--- config.mk ---
export PLATFORM = sky130hd
export DESIGN_NAME = tcc_timer
export DESIGN_NICKNAME = d
export VERILOG_FILES = /design/src/verilog/tcc_pkg.sv /design/src/verilog/tcc_timer.sv
export VERILOG_INCLUDE_DIRS = /design/src /design/src/verilog
export SDC_FILE = /design/constraint.sdc
export NUM_CORES = 1
export LEC_CHECK = 0
export BUFFER_PORTS_ARGS = -buffer_cell sky130_fd_sc_hd__buf_2
export CORE_UTILIZATION = 25
export DETAILED_ROUTE_END_ITERATION = 7
export GPL_TIMING_DRIVEN = 0
export SLEW_MARGIN = 20
export SYNTH_ARGS = -nofsm -noshare
export SYNTH_HDL_FRONTEND = slang
export SYNTH_SLANG_ARGS = --single-unit
--- constraint.sdc ---
create_clock -name clock -period 3.3 [get_ports clock]
set_input_delay 0.165 -clock clock [delete_from_list [all_inputs] [get_ports clock]]
set_output_delay 0.165 -clock clock [all_outputs]
set_load 0.005 [all_outputs]
--- src/verilog/tcc_map.svh ---
`ifndef TCC_MAP_SVH
`define TCC_MAP_SVH

// Register byte offsets
`define TCC_OFS_CTRL 8'h00
`define TCC_OFS_MODE 8'h04
`define TCC_OFS_IRQEN 8'h08
`define TCC_OFS_STATUS 8'h0C
`define TCC_OFS_IOAB 8'h10
`define TCC_OFS_IOCD 8'h14
`define TCC_OFS_COUNT 8'h18
`define TCC_OFS_GRA 8'h1C

// Control fields
`define TCC_CKS_FLD 2:0
`define TCC_CKS_EXT 2
`define TCC_COUNTER_CLEAR_ON_MATCH_A_BIT 3
`define TCC_START_BIT 4

// Mode fields
`define TCC_BUFFER_ENABLE_A_BIT 0
`define TCC_BUFFER_ENABLE_B_BIT 1

// Status and enable fields
`define TCC_IMF_FLD 3:0
`define TCC_OVF_BIT 4

// I/O control fields
`define TCC_IO_LO_FLD 2:0
`define TCC_IO_HI_FLD 6:4
`define TCC_IO_RSVD 8'h88

// Reset values and counter maximum
`define TCC_COUNT_RST 16'h0000
`define TCC_GR_RST 16'hFFFF
`define TCC_COUNT_MAX 16'hFFFF
`define TCC_IO_RST 8'h00

`endif

--- src/verilog/tcc_pkg.sv ---
package tcc_pkg;

    typedef logic [3:0] tcc_chan_t;

    typedef enum logic [1:0] {
        TCC_ACT_NONE = 2'b00,
        TCC_ACT_LOW = 2'b01,
        TCC_ACT_HIGH = 2'b10,
        TCC_ACT_TOGGLE = 2'b11
    } tcc_act_t;

    typedef enum logic [1:0] {
        TCC_EDGE_RISE = 2'b00,
        TCC_EDGE_FALL = 2'b01,
        TCC_EDGE_BOTH = 2'b10,
        TCC_EDGE_BOTH_ALT = 2'b11
    } tcc_edge_t;

endpackage

--- src/verilog/tcc_timer.sv ---
// What this block does
// Channel C/D control bits 7, 3 read one
// D function bit 6 picks compare or capture
// D compare action: hold, low, high, toggle
// D capture edge: rise, fall, both
// C function bit 2 picks compare or capture
// C compare action: hold, low, high, toggle
// C capture edge: rise, fall, both
// 16-bit read/write counter, selectable clock source
// Clear counter on match A when enabled
// Wrap sets overflow flag, may interrupt
// Software uses whole 16-bit counter accesses
// Counter resets to zero
// Compare match sets channel flag
// Enabled compare match raises interrupt
// Capture stores count and sets flag
// Enabled capture raises interrupt
// C buffers A, D buffers B
// Buffered compare reloads A or B
// Software uses whole 16-bit register accesses
// General registers reset to all ones
// Buffered capture shifts old value down
// Match acts when counter leaves value
// Flag clears by zero write after read
// Pins synchronised, one edge one capture
`timescale 1ns/10ps
`include "tcc_map.svh"
module tcc_timer (
    // Clock and reset
    input wire logic clock,
    input wire logic rst_n,
    // APB slave
    input wire logic psel,
    input wire logic penable,
    input wire logic pwrite,
    input wire logic [7:0] paddr,
    input wire logic [31:0] pwdata,
    output logic pready,
    output logic [31:0] prdata,
    output logic pslverr,
    // Timer pins, index 0..3 is channel A..D
    input wire tcc_pkg::tcc_chan_t timer_pin_in,
    output tcc_pkg::tcc_chan_t timer_pin_out,
    output tcc_pkg::tcc_chan_t timer_pin_oe_n,
    // External count clock
    input wire logic ext_count_clk,
    // Interrupt request
    output logic irq
);
    import tcc_pkg::*;

    logic [15:0] cnt_ff;
    logic [15:0] gr_ff [4];
    logic [7:0] io_ab_ff;
    logic [7:0] io_cd_ff;
    logic [2:0] cks_ff;
    logic counter_clear_on_match_a_ff;
    logic start_ff;
    logic [1:0] buf_ff;
    logic overflow_irq_enable_ff;
    logic [3:0] imie_ff;
    logic ovf_ff;
    logic [3:0] imf_ff;
    logic ovf_seen_ff;
    logic [3:0] imf_seen_ff;
    logic [2:0] pre_ff;
    tcc_chan_t pin_s1_ff;
    tcc_chan_t pin_s2_ff;
    tcc_chan_t pin_s3_ff;
    logic ext_s1_ff;
    logic ext_s2_ff;
    logic ext_s3_ff;
    tcc_chan_t out_ff;
    tcc_chan_t oe_n_ff;
    logic irq_ff;
    logic pready_ff;
    logic [31:0] prdata_ff;
    logic pslverr_ff;

    logic [2:0] ctl [4];
    logic [3:0] cap_mode;
    logic [3:0] active;
    logic [3:0] match;
    logic [3:0] cap;
    logic [3:0] rise;
    logic [3:0] fall;
    logic tick;
    logic ovf_evt;
    logic acc;
    logic wr;
    logic rd;
    logic hit;
    logic [31:0] rdata;

    function automatic logic [2:0] div_mask(input logic [1:0] sel);
        return 3'((4'h1 << sel) - 4'h1);
    endfunction

    function automatic logic edge_hit(input logic [1:0] sel, input logic r, input logic f);
        case (tcc_edge_t'(sel))
            TCC_EDGE_RISE: return r;
            TCC_EDGE_FALL: return f;
            default: return r | f;
        endcase
    endfunction

    function automatic logic act_next(input logic [1:0] sel, input logic cur);
        case (tcc_act_t'(sel))
            TCC_ACT_LOW: return 1'b0;
            TCC_ACT_HIGH: return 1'b1;
            TCC_ACT_TOGGLE: return ~cur;
            default: return cur;
        endcase
    endfunction

    function automatic logic [7:0] gr_addr(input logic [1:0] idx);
        return `TCC_OFS_GRA + {4'h0, idx, 2'b00};
    endfunction

    // Channel fields
    assign ctl[0] = io_ab_ff[`TCC_IO_LO_FLD];
    assign ctl[1] = io_ab_ff[`TCC_IO_HI_FLD];
    assign ctl[2] = io_cd_ff[`TCC_IO_LO_FLD];
    assign ctl[3] = io_cd_ff[`TCC_IO_HI_FLD];
    assign cap_mode = {ctl[3][2], ctl[2][2], ctl[1][2], ctl[0][2]};
    assign active = {~buf_ff[1], ~buf_ff[0], 2'b11};

    // Pin edges from settled samples
    assign rise = pin_s2_ff & ~pin_s3_ff;
    assign fall = ~pin_s2_ff & pin_s3_ff;

    // Count clock
    always_comb
    begin
        if (cks_ff[`TCC_CKS_EXT])
            tick = start_ff & ext_s2_ff & ~ext_s3_ff;
        else
            tick = start_ff & ((pre_ff & div_mask(cks_ff[1:0])) == div_mask(cks_ff[1:0]));
    end

    // Match fires as the counter leaves the value
    always_comb
    begin
        for (int i = 0; i < 4; i++)
        begin
            match[i] = tick & ~cap_mode[i] & active[i] & (cnt_ff == gr_ff[i]);
            cap[i] = cap_mode[i] & active[i] & edge_hit(ctl[i][1:0], rise[i], fall[i]);
        end
    end

    assign ovf_evt = tick & (cnt_ff == `TCC_COUNT_MAX);

    // APB decode
    assign acc = psel & penable;
    assign wr = acc & pready_ff & pwrite;
    assign rd = acc & pready_ff & ~pwrite;

    always_comb
    begin
        rdata = 32'h0000_0000;
        hit = 1'b1;
        case (paddr)
            `TCC_OFS_CTRL: rdata[4:0] = {start_ff, counter_clear_on_match_a_ff, cks_ff};
            `TCC_OFS_MODE: rdata[1:0] = buf_ff;
            `TCC_OFS_IRQEN: rdata[4:0] = {overflow_irq_enable_ff, imie_ff};
            `TCC_OFS_STATUS: rdata[4:0] = {ovf_ff, imf_ff};
            `TCC_OFS_IOAB: rdata[7:0] = io_ab_ff | `TCC_IO_RSVD;
            `TCC_OFS_IOCD: rdata[7:0] = io_cd_ff | `TCC_IO_RSVD;
            `TCC_OFS_COUNT: rdata[15:0] = cnt_ff;
            gr_addr(2'd0): rdata[15:0] = gr_ff[0];
            gr_addr(2'd1): rdata[15:0] = gr_ff[1];
            gr_addr(2'd2): rdata[15:0] = gr_ff[2];
            gr_addr(2'd3): rdata[15:0] = gr_ff[3];
            default: hit = 1'b0;
        endcase
    end

    // Bus answer, one wait state
    always_ff @(posedge clock)
    begin
        if (!rst_n)
        begin
            pready_ff <= 1'b0;
            prdata_ff <= 32'h0000_0000;
            pslverr_ff <= 1'b0;
        end
        else
        begin
            pready_ff <= acc & ~pready_ff;
            pslverr_ff <= acc & ~pready_ff & ~hit;
            if (acc & ~pready_ff & ~pwrite)
                prdata_ff <= rdata;
        end
    end

    // Configuration registers
    always_ff @(posedge clock)
    begin
        if (!rst_n)
        begin
            cks_ff <= 3'h0;
            counter_clear_on_match_a_ff <= 1'b0;
            start_ff <= 1'b0;
            buf_ff <= 2'h0;
            overflow_irq_enable_ff <= 1'b0;
            imie_ff <= 4'h0;
            io_ab_ff <= `TCC_IO_RST;
            io_cd_ff <= `TCC_IO_RST;
        end
        else if (wr)
        begin
            case (paddr)
                `TCC_OFS_CTRL:
                begin
                    cks_ff <= pwdata[`TCC_CKS_FLD];
                    counter_clear_on_match_a_ff <= pwdata[`TCC_COUNTER_CLEAR_ON_MATCH_A_BIT];
                    start_ff <= pwdata[`TCC_START_BIT];
                end
                `TCC_OFS_MODE: buf_ff <= {pwdata[`TCC_BUFFER_ENABLE_B_BIT], pwdata[`TCC_BUFFER_ENABLE_A_BIT]};
                `TCC_OFS_IRQEN:
                begin
                    overflow_irq_enable_ff <= pwdata[`TCC_OVF_BIT];
                    imie_ff <= pwdata[`TCC_IMF_FLD];
                end
                `TCC_OFS_IOAB: io_ab_ff <= pwdata[7:0] & ~`TCC_IO_RSVD;
                `TCC_OFS_IOCD: io_cd_ff <= pwdata[7:0] & ~`TCC_IO_RSVD;
                default:
                begin
                end
            endcase
        end
    end

    // Prescaler and input synchronisers
    always_ff @(posedge clock)
    begin
        if (!rst_n)
        begin
            pre_ff <= 3'h0;
            pin_s1_ff <= 4'h0;
            pin_s2_ff <= 4'h0;
            pin_s3_ff <= 4'h0;
            ext_s1_ff <= 1'b0;
            ext_s2_ff <= 1'b0;
            ext_s3_ff <= 1'b0;
        end
        else
        begin
            pre_ff <= pre_ff + 3'h1;
            pin_s1_ff <= timer_pin_in;
            pin_s2_ff <= pin_s1_ff;
            pin_s3_ff <= pin_s2_ff;
            ext_s1_ff <= ext_count_clk;
            ext_s2_ff <= ext_s1_ff;
            ext_s3_ff <= ext_s2_ff;
        end
    end

    // Counter
    always_ff @(posedge clock)
    begin
        if (!rst_n)
            cnt_ff <= `TCC_COUNT_RST;
        else if (wr && paddr == `TCC_OFS_COUNT)
            cnt_ff <= pwdata[15:0];
        else if (tick)
        begin
            if (match[0] && counter_clear_on_match_a_ff)
                cnt_ff <= `TCC_COUNT_RST;
            else
                cnt_ff <= cnt_ff + 16'h0001;
        end
    end

    // General registers, hardware wins over software
    always_ff @(posedge clock)
    begin
        if (!rst_n)
        begin
            for (int i = 0; i < 4; i++)
                gr_ff[i] <= `TCC_GR_RST;
        end
        else
        begin
            for (int i = 0; i < 4; i++)
            begin
                if (wr && paddr == gr_addr(2'(i)))
                    gr_ff[i] <= pwdata[15:0];
                if (cap[i])
                    gr_ff[i] <= cnt_ff;
            end
            for (int i = 0; i < 2; i++)
            begin
                if (buf_ff[i] && match[i])
                    gr_ff[i] <= gr_ff[i + 2];
                if (buf_ff[i] && cap[i])
                    gr_ff[i + 2] <= gr_ff[i];
            end
        end
    end

    // Flags, set wins over clear
    always_ff @(posedge clock)
    begin
        if (!rst_n)
        begin
            imf_ff <= 4'h0;
            ovf_ff <= 1'b0;
            imf_seen_ff <= 4'h0;
            ovf_seen_ff <= 1'b0;
        end
        else
        begin
            if (wr && paddr == `TCC_OFS_STATUS)
            begin
                imf_ff <= (imf_ff & ~(imf_seen_ff & ~pwdata[`TCC_IMF_FLD])) | match | cap;
                imf_seen_ff <= imf_seen_ff & pwdata[`TCC_IMF_FLD];
                ovf_ff <= (ovf_ff & ~(ovf_seen_ff & ~pwdata[`TCC_OVF_BIT])) | ovf_evt;
                ovf_seen_ff <= ovf_seen_ff & pwdata[`TCC_OVF_BIT];
            end
            else
            begin
                imf_ff <= imf_ff | match | cap;
                ovf_ff <= ovf_ff | ovf_evt;
                if (rd && paddr == `TCC_OFS_STATUS)
                begin
                    imf_seen_ff <= imf_seen_ff | prdata_ff[`TCC_IMF_FLD];
                    ovf_seen_ff <= ovf_seen_ff | prdata_ff[`TCC_OVF_BIT];
                end
            end
        end
    end

    // Pin drive and interrupt
    always_ff @(posedge clock)
    begin
        if (!rst_n)
        begin
            out_ff <= 4'h0;
            oe_n_ff <= 4'hF;
            irq_ff <= 1'b0;
        end
        else
        begin
            for (int i = 0; i < 4; i++)
            begin
                if (match[i])
                    out_ff[i] <= act_next(ctl[i][1:0], out_ff[i]);
                oe_n_ff[i] <= cap_mode[i] | ~active[i] | (ctl[i][1:0] == TCC_ACT_NONE);
            end
            irq_ff <= |({ovf_ff, imf_ff} & {overflow_irq_enable_ff, imie_ff});
        end
    end

    assign pready = pready_ff;
    assign prdata = prdata_ff;
    assign pslverr = pslverr_ff;
    assign timer_pin_out = out_ff;
    assign timer_pin_oe_n = oe_n_ff;
    assign irq = irq_ff;
endmodule

==> results.py, run 1 <==
metrics = {
    "logic_synthesis": {
        "number_of_warnings_issued_by_yosys": 0,
        "synth_top_family_by_area": "compound AO/OA/AOI/OAI gates",
        "synth_async_sr_flop_share_pct": 0,
        "number_of_storage_elements_in_the_synthesis_netlist": 159,
        "yosys-mux-area-fraction_pct": 9.64,
        "postSynthAreaPerCell_sq_um": 9.22,
        "synthDistinctLibCells": 75,
        "synth_top_cells_by_area": "edfxtp_1 20%, dfxtp_1 20%, mux2i_1 7.1%",
        "synth_area_sq_um": 9410,
        "yosys.area_share.adder_pct": 1.33,
        "synth_compound_area_share_pct": 18.9,
        "yosys.area_share.simple_pct": 16.8,
        "synth.yosys.seq_area_share_pct": 40.6,
        "synth-edff-count": 64,
        "yosys.area_share.xor_xnor_pct": 6.79,
        "synth.most_common_cell": "nor2_1",
        "netlist_instances": 1021,
        "synth_largest_type_area_fraction_pct": 20.4,
        "synthDominantAreaCellType": "edfxtp_1",
        "synth.top_cells.by_count": "110 x nor2_1, 95 x dfxtp_1, 80 x a21oi_1, 67 x mux2i_1, 67 x nand2_1",
        "synth-main-ff-cell": "dfxtp_1",
    },
    "place": {
        "place.gp.congestion": 0.954,
        "detailed_place_hpwl_microns": 27600,
        "port_buffers": 57,
        "dp_slack_ns": 0.189,
    },
    "die": {
        "initial_core_util_pct": 25.6,
        "floorplan.die.height_microns": 196,
        "die-width_microns": 196,
        "design.core.area_sq_um": 36800,
        "pin_count": 93,
        "die_area_sq_um": 38400,
        "row_count": 70,
    },
    "global_route": {
        "grt_util_all_layers_pct": 18.8,
        "grt_pass1_vias": 8141,
        "largest_net_degree_at_the_start_of_global_routing": 17,
        "gr-total-overflow": 0,
        "grt_pass1_wl_microns": 53000,
        "grt_antenna_before_repair": 1,
    },
    "sta": {
        "fin_worst_hold_slack_ns": 0.0202,
        "timing.final.setup_violations": 0,
        "finalWorstPathRequiredPeriod_ns": 3.12,
        "timing_hold_violations_final": 0,
        "timing.fmax_mhz": 321,
        "setup_slack_ns": 0.183,
        "final_max_slew_viol_count": 0,
        "final.setup_skew_ns": 0.0141,
        "unrepaired_setup_endpoints_after_global_routing": "no",
        "slew_headroom_pct": 33.8,
        "setup_total_negative_slack_ns": 0,
        "timing_worst_slew_pin_value_ns": 0.992,
        "finalCritPeriodShare_pct": 94.5,
    },
    "hold_path": {
        "worstHoldPathType": "in2reg",
    },
    "worst_setup_path": {
        "start_to_end_type_of_the_worst_setup_path": "reg2reg",
        "critPathArrivalTime_ns": 3.19,
        "timing.critical_path.fanout_max": 16,
        "cp_data_required_time_ns": 3.37,
        "worst_setup_path_start_kind": "register",
        "critPathCaptureType": "register",
    },
    "cts": {
        "cts_max_level": 4,
        "cts_inserted_buffers": 17,
        "clock_path_buffers": 2,
        "clk_transition_reported_paths_ns": 0.07,
        "cts_root_buffer": "clkbuf_16",
        "tritoncts": "yes",
        "clkSinkCount": 159,
        "clock_insertion_delay_worst_skew_ns": 0.45,
    },
    "drt": {
        "via_count": 8606,
        "antenna_left": 0,
        "detail_route.wl_per_cell_microns": 22.4,
        "route.detailed.vias_per_inst": 5.38,
        "firstDrtPassIters": 8,
        "totalWireLength_microns": 35800,
        "drc": 0,
        "dr.first_iter.drc_count": 1225,
    },
    "status": {
        "status": "finished clean",
    },
    "cells_and_area": {
        "fillerInstances": 3852,
        "finalNetCount": 1177,
        "multi_input_comb_area_sq_um": 5090,
        "register_area_sq_um": 3820,
        "final_standard_cell_utilization_of_the_core_pct": 29.9,
        "area_growth_pct": 16.9,
        "layout_cells_sized_above_1_pct": 16.5,
    },
    "pwr": {
        "p_leak_nw": 3.85,
        "power_frac_seq_pct": 46.4,
        "cellPowerDensity_nw_per_um2": 405,
        "power_switching_mw": 1.10,
        "share_comb_of_total_power_pct": 6.8,
        "internal-power_mw": 3.36,
        "total_power_mw": 4.46,
        "max-vdd-ir-drop_mv": 0.324,
        "p_sw_share_pct": 24.6,
        "p_clk_share_pct": 46.8,
    },
    "job": {
        "max_cap_violations": 0,
    },
}
==> metal layers <==
layer,wire length [microns],vias up,track usage [%],part of all wire [%]
met5,0,-,0,0
li1,-,3893,-,-
met3,3200,73,4.18,8.9
met4,1190,0,7.44,3.3
met1,15200,4180,24.8,42
met2,16200,460,29.6,45
==> worst max-delay path: stages, from the launching register on <==
cell      delay (ns)
dfxtp_1         0.35
buf_2           0.28
xnor2_1         0.18
nand4_1         0.17
nor4_1          0.31
nand4_1         0.34
clkbuf_1        0.40
nand2_1         0.70
==> layout by cell type, fill, tap and decap left out, drive strengths merged, types with 35 or more instances in the layout <==
master,netlist,final
mux2i,67,67
xnor2,42,42
edfxtp,64,64
dfxtp,95,95
nand2,78,78
nor2,115,115
o21ai,35,35
a21oi,81,81
clkbuf,48,71
buf,46,103
==> power by group through the flow <==
stage | Clock, mW | Sequential, mW | Combinational, mW
2_1_floorplan | 0 | 2.11 | 0.167
3_3_place_gp | 0 | 2.11 | 0.292
5_1_grt | 2.18 | 2.07 | 0.325
3_5_place_dp | 0 | 2.11 | 0.292
4_1_cts | 2.11 | 2.07 | 0.298
6_report | 2.09 | 2.07 | 0.303
==> kinds of logic after synthesis <==
group / Yosys count
buffers and inverters: 113
other: 1
multiplexers: 88
AND/OR/NAND/NOR: 318
XOR/XNOR: 73
AO/OA/AOI/OAI: 259
adder cells (fa/ha/maj): 10
flip-flops: 159
==> area by class of cell <==
class,count,share of cell area [%]
Multi-Input combinational cell,764,46.2
Sequential cell,159,34.7
Tap cell,468,5.32
Clock buffer,23,4.74
Buffer,94,4.42
Timing Repair Buffer,62,3.05
Clock inverter,9,0.830
Inverter,19,0.648
Antenna cell,1,0.0227
==> state kept, by name, summed over array words and instances, names as in the netlist, 6 cells and up <==
name / cells
io_cd_ff: 6
gr_ff: 64
prdata: 16
cnt_ff: 16
io_ab_ff: 6
==> what timing repair did <==
item / 4_1_cts / 5_1_grt
endpoints found under the setup margin: 0 / 0
buffers inserted: 0 / 0
gates resized for setup: 0 / 0
hold buffers: 5 / 0
hold endpoints to repair: 5 / 0
==> stage by stage <==
stage / area (sq um) / cells
5_1_grt: 11000 / 1598
4_1_cts: 11000 / 1598
3_5_place_dp: 10300 / 1561
3_3_place_gp: 10300 / 1561
2_1_floorplan: 9470 / 1036
6_report: 11000 / 1599
==> final timing paths <==
check                                from                       to  slack [ns]  cells after the start
setup / recovery   cnt_ff[6]$_SDFFE_PN0P_   gr_ff[0][13]$_DFFE_PP_        0.18                      7
hold / removal                    penable        pready$_SDFF_PN0_        0.02                      3
setup reg to reg   cnt_ff[6]$_SDFFE_PN0P_   gr_ff[0][13]$_DFFE_PP_        0.18                      7
hold reg to reg   pin_s1_ff[2]$_SDFF_PN0_  pin_s2_ff[2]$_SDFF_PN0_        0.43                      1
No activity file was read; power rests on OpenSTA's default activity.
==> run 2: changes to the inputs <==
--- a/config.mk
+++ b/config.mk
@@ -10,6 +10,7 @@
 export CORE_UTILIZATION = 25
 export DETAILED_ROUTE_END_ITERATION = 7
 export GPL_TIMING_DRIVEN = 0
+export PLACE_DENSITY_LB_ADDON = 0.1
 export SLEW_MARGIN = 20
 export SYNTH_ARGS = -nofsm -noshare
 export SYNTH_HDL_FRONTEND = slang
==> run 2 against run 1 <==
Net effect: clock power decreased by 4%; routed wire length increased by 12%; clock skew increased by 0.0060 ns; sequential power about the same; cell count about the same; sequential share of layout area increased by 0.11 points; worst setup slack improved by 0.038 ns; via count decreased by 2.3%; largest power group is now sequential cells; highest routed layer unchanged.
==> results.py, run 2 (synthesized netlist as in run 1, its figures left out) <==
metrics = {
    "drt": {
        "route.detailed.vias_per_inst": 5.26,
        "via_count": 8411,
        "wl_met2_microns": 18000,
        "dr.first_iter.drc_count": 965,
        "wl_met3_microns": 2280,
        "m1WireLength_microns": 19100,
        "antenna_left": 0,
        "detail_route.wl_per_cell_microns": 25.1,
        "topRoutingLayerUsed": "met4",
        "drc": 0,
        "firstDrtPassIters": 6,
        "totalWireLength_microns": 40100,
    },
    "pwr": {
        "total_power_mw": 4.39,
        "p_leak_nw": 3.83,
        "max-vdd-ir-drop_mv": 0.269,
        "cellPowerDensity_nw_per_um2": 400,
    },
    "cells_and_area": {
        "post-route-cell-area_sq_um": 11000,
        "layout_cells_sized_above_1_pct": 16.8,
        "area_growth_pct": 16.5,
        "final_common_cell": "nor2_1",
        "layout_common_cells": "110 x nor2_1, 95 x dfxtp_1, 80 x a21oi_1",
        "finalNetCount": 1177,
        "antenna-diode-count": 0,
        "top_register": "gr_ff",
        "max_ffs_per_register": 64,
        "final_standard_cell_utilization_of_the_core_pct": 29.8,
    },
    "die": {
        "initial_core_util_pct": 25.6,
        "design.core.area_sq_um": 36800,
        "pin_count": 93,
        "floorplan.die.height_microns": 196,
        "die_area_sq_um": 38400,
        "die-width_microns": 196,
        "row_count": 70,
    },
    "hold_path": {
        "worstHoldPathType": "in2reg",
    },
    "global_route": {
        "grt_pass1_wl_microns": 58100,
        "grt_antenna_before_repair": 1,
        "grt_pass1_vias": 8100,
        "grt_util_all_layers_pct": 21.1,
        "largest_net_degree_at_the_start_of_global_routing": 17,
        "gr-total-overflow": 0,
    },
    "worst_setup_path": {
        "critical-path-max-stage-delay_ns": 0.49,
        "critPathCaptureType": "register",
        "critical-path-slowest-cell": "nand2_2",
        "timing.critical_path.fanout_max": 16,
        "crit_path_cells": "xnor2_1 -> nand4_1 -> nor3_2 -> nand4_1 -> clkbuf_1 -> nand2_2",
        "crit_top_cell": "nand4_1",
        "start_to_end_type_of_the_worst_setup_path": "reg2reg",
        "critPathArrivalTime_ns": 3.16,
        "cp_data_required_time_ns": 3.38,
        "worst_setup_path_start_kind": "register",
    },
    "sta": {
        "final.setup_skew_ns": 0.0201,
        "finalWorstPathRequiredPeriod_ns": 3.08,
        "timing_hold_violations_final": 0,
        "unrepaired_setup_endpoints_after_global_routing": "no",
        "final_max_slew_viol_count": 0,
        "timing.fmax_mhz": 325,
        "timing.final.setup_violations": 0,
        "finalCritPeriodShare_pct": 93.3,
        "timing_worst_slew_pin_value_ns": 0.949,
        "fin_worst_hold_slack_ns": 0.0259,
        "slew_headroom_pct": 36.7,
    },
    "cts": {
        "clk_transition_reported_paths_ns": 0.07,
        "clock_insertion_delay_worst_skew_ns": 0.46,
        "cts_max_level": 4,
        "tritoncts": "yes",
        "cts_root_buffer": "clkbuf_16",
        "clkSinkCount": 159,
        "cts_inserted_buffers": 17,
        "clock_path_buffers": 2,
    },
    "status": {
        "status": "finished clean",
    },
    "job": {
        "max_cap_violations": 0,
    },
    "place": {
        "place.gp.congestion": 0.955,
        "port_buffers": 57,
        "detailed_place_hpwl_microns": 30600,
        "post_detailed_placement_cell_area_sq_um": 10300,
    },
}
run 2: metal layers:
layer	global-route usage, %	vias to the layer above
li1	-	3902
met1	29.9	4143
met2	32.9	325
met3	3.42	41
met4	6.11	0
met5	0	-
run 2: layout make-up:
type                       count  area (sq um)
buffer                        94           487
clock buffer                  21           493
sequential                   159          3820
inverter                      19          71.3
tap                          468           586
clock inverter                11          78.8
fill                        3891         25800
multi-input combinational    764          5090
timing repair buffer          62           335
run 2: per-stage QoR:
step | TNS (ns) | std cells | worst slack [ns]
finish | 0 | 1598 | 0.221
global route | 0 | 1598 | 0.138
CTS | 0 | 1598 | 0.00894
detailed placement | 0 | 1561 | 0.0386
global placement | -0.275 | 1561 | -0.0182
floorplan | 0 | 1036 | 0.792
run 2: path summary, 6_finish.rpt:
path	from	end	slack, ns	depth (start not counted)
min	penable	pready$_SDFF_PN0_	0.03	3
max reg2reg	gr_ff[0][0]$_DFFE_PP_	gr_ff[0][12]$_DFFE_PP_	0.22	6
max	gr_ff[0][0]$_DFFE_PP_	gr_ff[0][12]$_DFFE_PP_	0.22	6
min reg2reg	pin_s1_ff[2]$_SDFF_PN0_	pin_s2_ff[2]$_SDFF_PN0_	0.43	1
run 2: repair_timing:
action / 4_1_cts / 5_1_grt
gates resized for setup: 0 / 2
endpoints found under the setup margin: 0 / 32
hold buffers: 5 / 0
setup buffers: 0 / 0
endpoints found under the hold margin: 5 / 0
run 2: power breakdown:
part / internal (mW) / leakage (nW) / switching (mW)
Clock: 1.08 / 0.280 / 0.933
Combinational: 0.101 / 2.33 / 0.207
Sequential: 2.06 / 1.22 / 0.0130
Total: 3.23 / 3.83 / 1.15
run 2: critical path, delay by kind of cell (launching register included):
kind / cells / cell delay [ns]
AND/OR/NAND/NOR: 4 / 1.52
flip-flops: 1 / 0.46
buffers and inverters: 1 / 0.43
XOR/XNOR: 1 / 0.30
==> run 3: changes to the inputs <==
--- a/config.mk
+++ b/config.mk
@@ -6,7 +6,10 @@
 export SDC_FILE = /design/constraint.sdc
 export NUM_CORES = 1
 export LEC_CHECK = 0
+export ABC_AREA = 1
 export BUFFER_PORTS_ARGS = -buffer_cell sky130_fd_sc_hd__buf_2
+export CELL_PAD_IN_SITES_DETAIL_PLACEMENT = 0
+export CELL_PAD_IN_SITES_GLOBAL_PLACEMENT = 1
 export CORE_UTILIZATION = 25
 export DETAILED_ROUTE_END_ITERATION = 7
 export GPL_TIMING_DRIVEN = 0
==> run 3 against run 2 <==
Net effect: sequential share of layout area down 2.4 points; via count up 17%; routed wire length up 11%; fmax up 1.3%; clock power up 9%; synthesized cell count up 39%; combinational power down 18%; die area up 7.0%; critical endpoint is now gr_ff[2][11]$_DFFE_PP_; largest power group is now the clock network; highest routed layer unchanged.
==> results.py, run 3 <==
metrics = {
    "sta": {
        "setup_slack_ns": 0.261,
        "timing.fmax_mhz": 329,
        "timing_worst_slew_pin_value_ns": 0.979,
        "timing.final.setup_violations": 0,
        "final.setup_skew_ns": 0.0143,
        "finalWorstPathRequiredPeriod_ns": 3.04,
        "finalCritPeriodShare_pct": 92.1,
        "slew_headroom_pct": 34.6,
        "unrepaired_setup_endpoints_after_global_routing": "no",
        "timing_hold_violations_final": 0,
        "setup_total_negative_slack_ns": 0,
        "fin_worst_hold_slack_ns": 0.0278,
        "final_max_slew_viol_count": 0,
    },
    "cells_and_area": {
        "final_common_cell": "nand2_1",
        "area_growth_pct": 17.1,
        "top_register": "gr_ff",
        "layout_cells_sized_above_1_pct": 14.6,
        "fillerInstances": 4438,
        "finalNetCount": 1578,
        "max_ffs_per_register": 64,
        "antenna-diode-count": 0,
        "layout.cells.non_filler": 2056,
        "layout_common_cells": "308 x nand2_1, 192 x inv_1, 143 x o21ai_0",
        "post-route-cell-area_sq_um": 11800,
        "final_standard_cell_utilization_of_the_core_pct": 29.7,
    },
    "pwr": {
        "p_leak_nw": 4.95,
        "max-vdd-ir-drop_mv": 0.272,
        "cellPowerDensity_nw_per_um2": 383,
        "total_power_mw": 4.52,
    },
    "worst_setup_path": {
        "start_to_end_type_of_the_worst_setup_path": "reg2reg",
        "worst-path-buf-inv": 3,
        "worstReg2RegEnd": "gr_ff[2][11]$_DFFE_PP_",
        "crit_top_cell": "inv_1",
        "worst_setup_path_start_kind": "register",
        "critical_path_endpoint": "gr_ff[2][11]$_DFFE_PP_",
        "crit_path_cells": "inv_1 -> ha_1 -> a21oi_1 -> nand2_1 -> nor2_1 -> inv_1 -> o21ai_2 -> buf_2 -> nand3_1",
        "ff2ff_path_depth": 9,
        "critPathArrivalTime_ns": 3.01,
        "timing.critical_path.fanout_max": 16,
        "number_of_gates_on_the_worst_path_with_buffers_counted": 9,
        "crit_family": "simple AND/OR/NAND/NOR gates",
        "regToRegStartpoint": "pin_s2_ff[0]$_SDFF_PN0_",
        "setup.reg_to_reg.worst_slack_ns": 0.26,
        "crit_path_start": "pin_s2_ff[0]$_SDFF_PN0_",
        "critical-path-slowest-cell": "nand3_1",
        "critical-path-max-stage-delay_ns": 0.62,
        "critPathCaptureType": "register",
        "cp_data_required_time_ns": 3.27,
    },
    "logic_synthesis": {
        "synth.yosys.seq_area_share_pct": 38.0,
        "synth_top_cells_by_area": "edfxtp_1 19%, dfxtp_1 19%, nand2_1 11%",
        "postSynthAreaPerCell_sq_um": 7.10,
        "synth_top_family_by_area": "simple AND/OR/NAND/NOR gates",
        "synth_area_sq_um": 10100,
        "synth.most_common_cell": "nand2_1",
        "yosys-mux-area-fraction_pct": 0,
        "yosys.area_share.simple_pct": 24.5,
        "synth_largest_type_area_fraction_pct": 19.1,
        "synth-edff-count": 64,
        "synth_compound_area_share_pct": 19.8,
        "netlist_instances": 1418,
        "yosys.area_share.xor_xnor_pct": 2.78,
        "synth.top_cells.by_count": "308 x nand2_1, 192 x inv_1, 143 x o21ai_0, 128 x nor2_1, 95 x dfxtp_1",
        "synth-main-ff-cell": "dfxtp_1",
        "yosys.area_share.adder_pct": 1.24,
        "synth_async_sr_flop_share_pct": 0,
        "synthDominantAreaCellType": "edfxtp_1",
        "synthDistinctLibCells": 53,
        "number_of_storage_elements_in_the_synthesis_netlist": 159,
        "number_of_warnings_issued_by_yosys": 0,
    },
    "die": {
        "die-width_microns": 203,
        "row_count": 73,
        "design.core.area_sq_um": 39700,
        "initial_core_util_pct": 25.4,
        "pin_count": 93,
        "floorplan.die.height_microns": 203,
        "die_area_sq_um": 41100,
    },
    "cts": {
        "post-cts-setup-buffers": 0,
        "cts_max_level": 4,
        "cts_root_buffer": "clkbuf_16",
        "tritoncts": "yes",
        "clock_insertion_delay_worst_skew_ns": 0.46,
        "clk_transition_reported_paths_ns": 0.06,
        "cts_resized": 0,
        "clkSinkCount": 159,
        "clock_path_buffers": 2,
        "cts_inserted_buffers": 17,
    },
    "drt": {
        "antenna_left": 0,
        "totalWireLength_microns": 44600,
        "route.detailed.vias_per_inst": 4.77,
        "detail_route.wl_per_cell_microns": 21.7,
        "firstDrtPassIters": 5,
        "drc": 0,
        "dr.first_iter.drc_count": 652,
        "via_count": 9803,
    },
    "place": {
        "detailed_place_hpwl_microns": 35900,
        "place_inst": 2019,
        "post_detailed_placement_cell_area_sq_um": 11100,
        "port_buffers": 60,
        "place.gp.congestion": 0.882,
        "dp_slack_ns": 0.239,
    },
    "global_route": {
        "largest_net_degree_at_the_start_of_global_routing": 17,
        "grt_antenna_before_repair": 1,
        "grt_pass1_vias": 9548,
        "gr-total-overflow": 0,
        "grt_util_all_layers_pct": 22.1,
        "grt_pass1_wl_microns": 64700,
    },
    "hold_path": {
        "worstHoldPathType": "in2reg",
    },
    "job": {
        "max_cap_violations": 0,
    },
    "status": {
        "status": "finished clean",
    },
}
-- run 3: cell types whose count changed after synthesis, sizes merged, moves of 24 or more --
cell    delta
clkbuf    -24
inv      +188
mux2i     -67
nand2    +240
nand3     +28
nor2      +27
o21ai    +118
o22ai     +26
xnor2     -30
-- run 3: cells by family (layout without fill, tap and decap cells) --
family / Yosys count / after routing
AND/OR/NAND/NOR: 574 / 574
AO/OA/AOI/OAI: 345 / 345
buffers and inverters: 297 / 395
flip-flops: 159 / 159
XOR/XNOR: 32 / 32
adder cells (fa/ha/maj): 10 / 10
other: 1 / 16
-- run 3: final cells by class --
cell class / instances / area [sq um] / area share, %
multi-input combinational: 977 / 4940 / 41.9
sequential: 159 / 3820 / 32.4
inverter: 210 / 805 / 6.82
tap: 525 / 657 / 5.57
buffer: 87 / 569 / 4.83
clock buffer: 22 / 517 / 4.38
timing repair buffer: 66 / 365 / 3.10
clock inverter: 10 / 118 / 0.997
-- run 3: layer usage --
layer | wire length (microns) | track usage (%)
met5 | 0 | 0
met2 | 19700 | 34.5
met3 | 2110 | 2.81
met4 | 1050 | 7.63
met1 | 21700 | 31.2
-- run 3: worst min-delay path: stages --
cell and delay, ns:
buf_2 0.11, nand2_1 0.07, nor3_1 0.08
-- run 3: worst min-delay path by stage --
stage / startpoint / endpoint / cells after the start
after floorplan: ext_count_clk / ext_s1_ff$_SDFF_PN0_ / 2
after global placement: timer_pin_in[3] / pin_s1_ff[3]$_SDFF_PN0_ / 3
after detailed placement: timer_pin_in[1] / pin_s1_ff[1]$_SDFF_PN0_ / 3
after CTS: penable / pready$_SDFF_PN0_ / 3
after global routing: penable / pready$_SDFF_PN0_ / 3
final: penable / pready$_SDFF_PN0_ / 3
-- run 3: what timing repair did --
action / 4_1_cts / 5_1_grt
endpoints found under the hold margin: 5 / 0
endpoints found under the setup margin: 0 / 0
hold buffers: 5 / 0
-- run 3: power by group --
group / switching [mW] / total, mW / internal [mW]
clock network: 0.929 / 2.20 / 1.27
logic: 0.178 / 0.252 / 0.0742
registers: 0.0106 / 2.07 / 2.05
total: 1.12 / 4.52 / 3.40
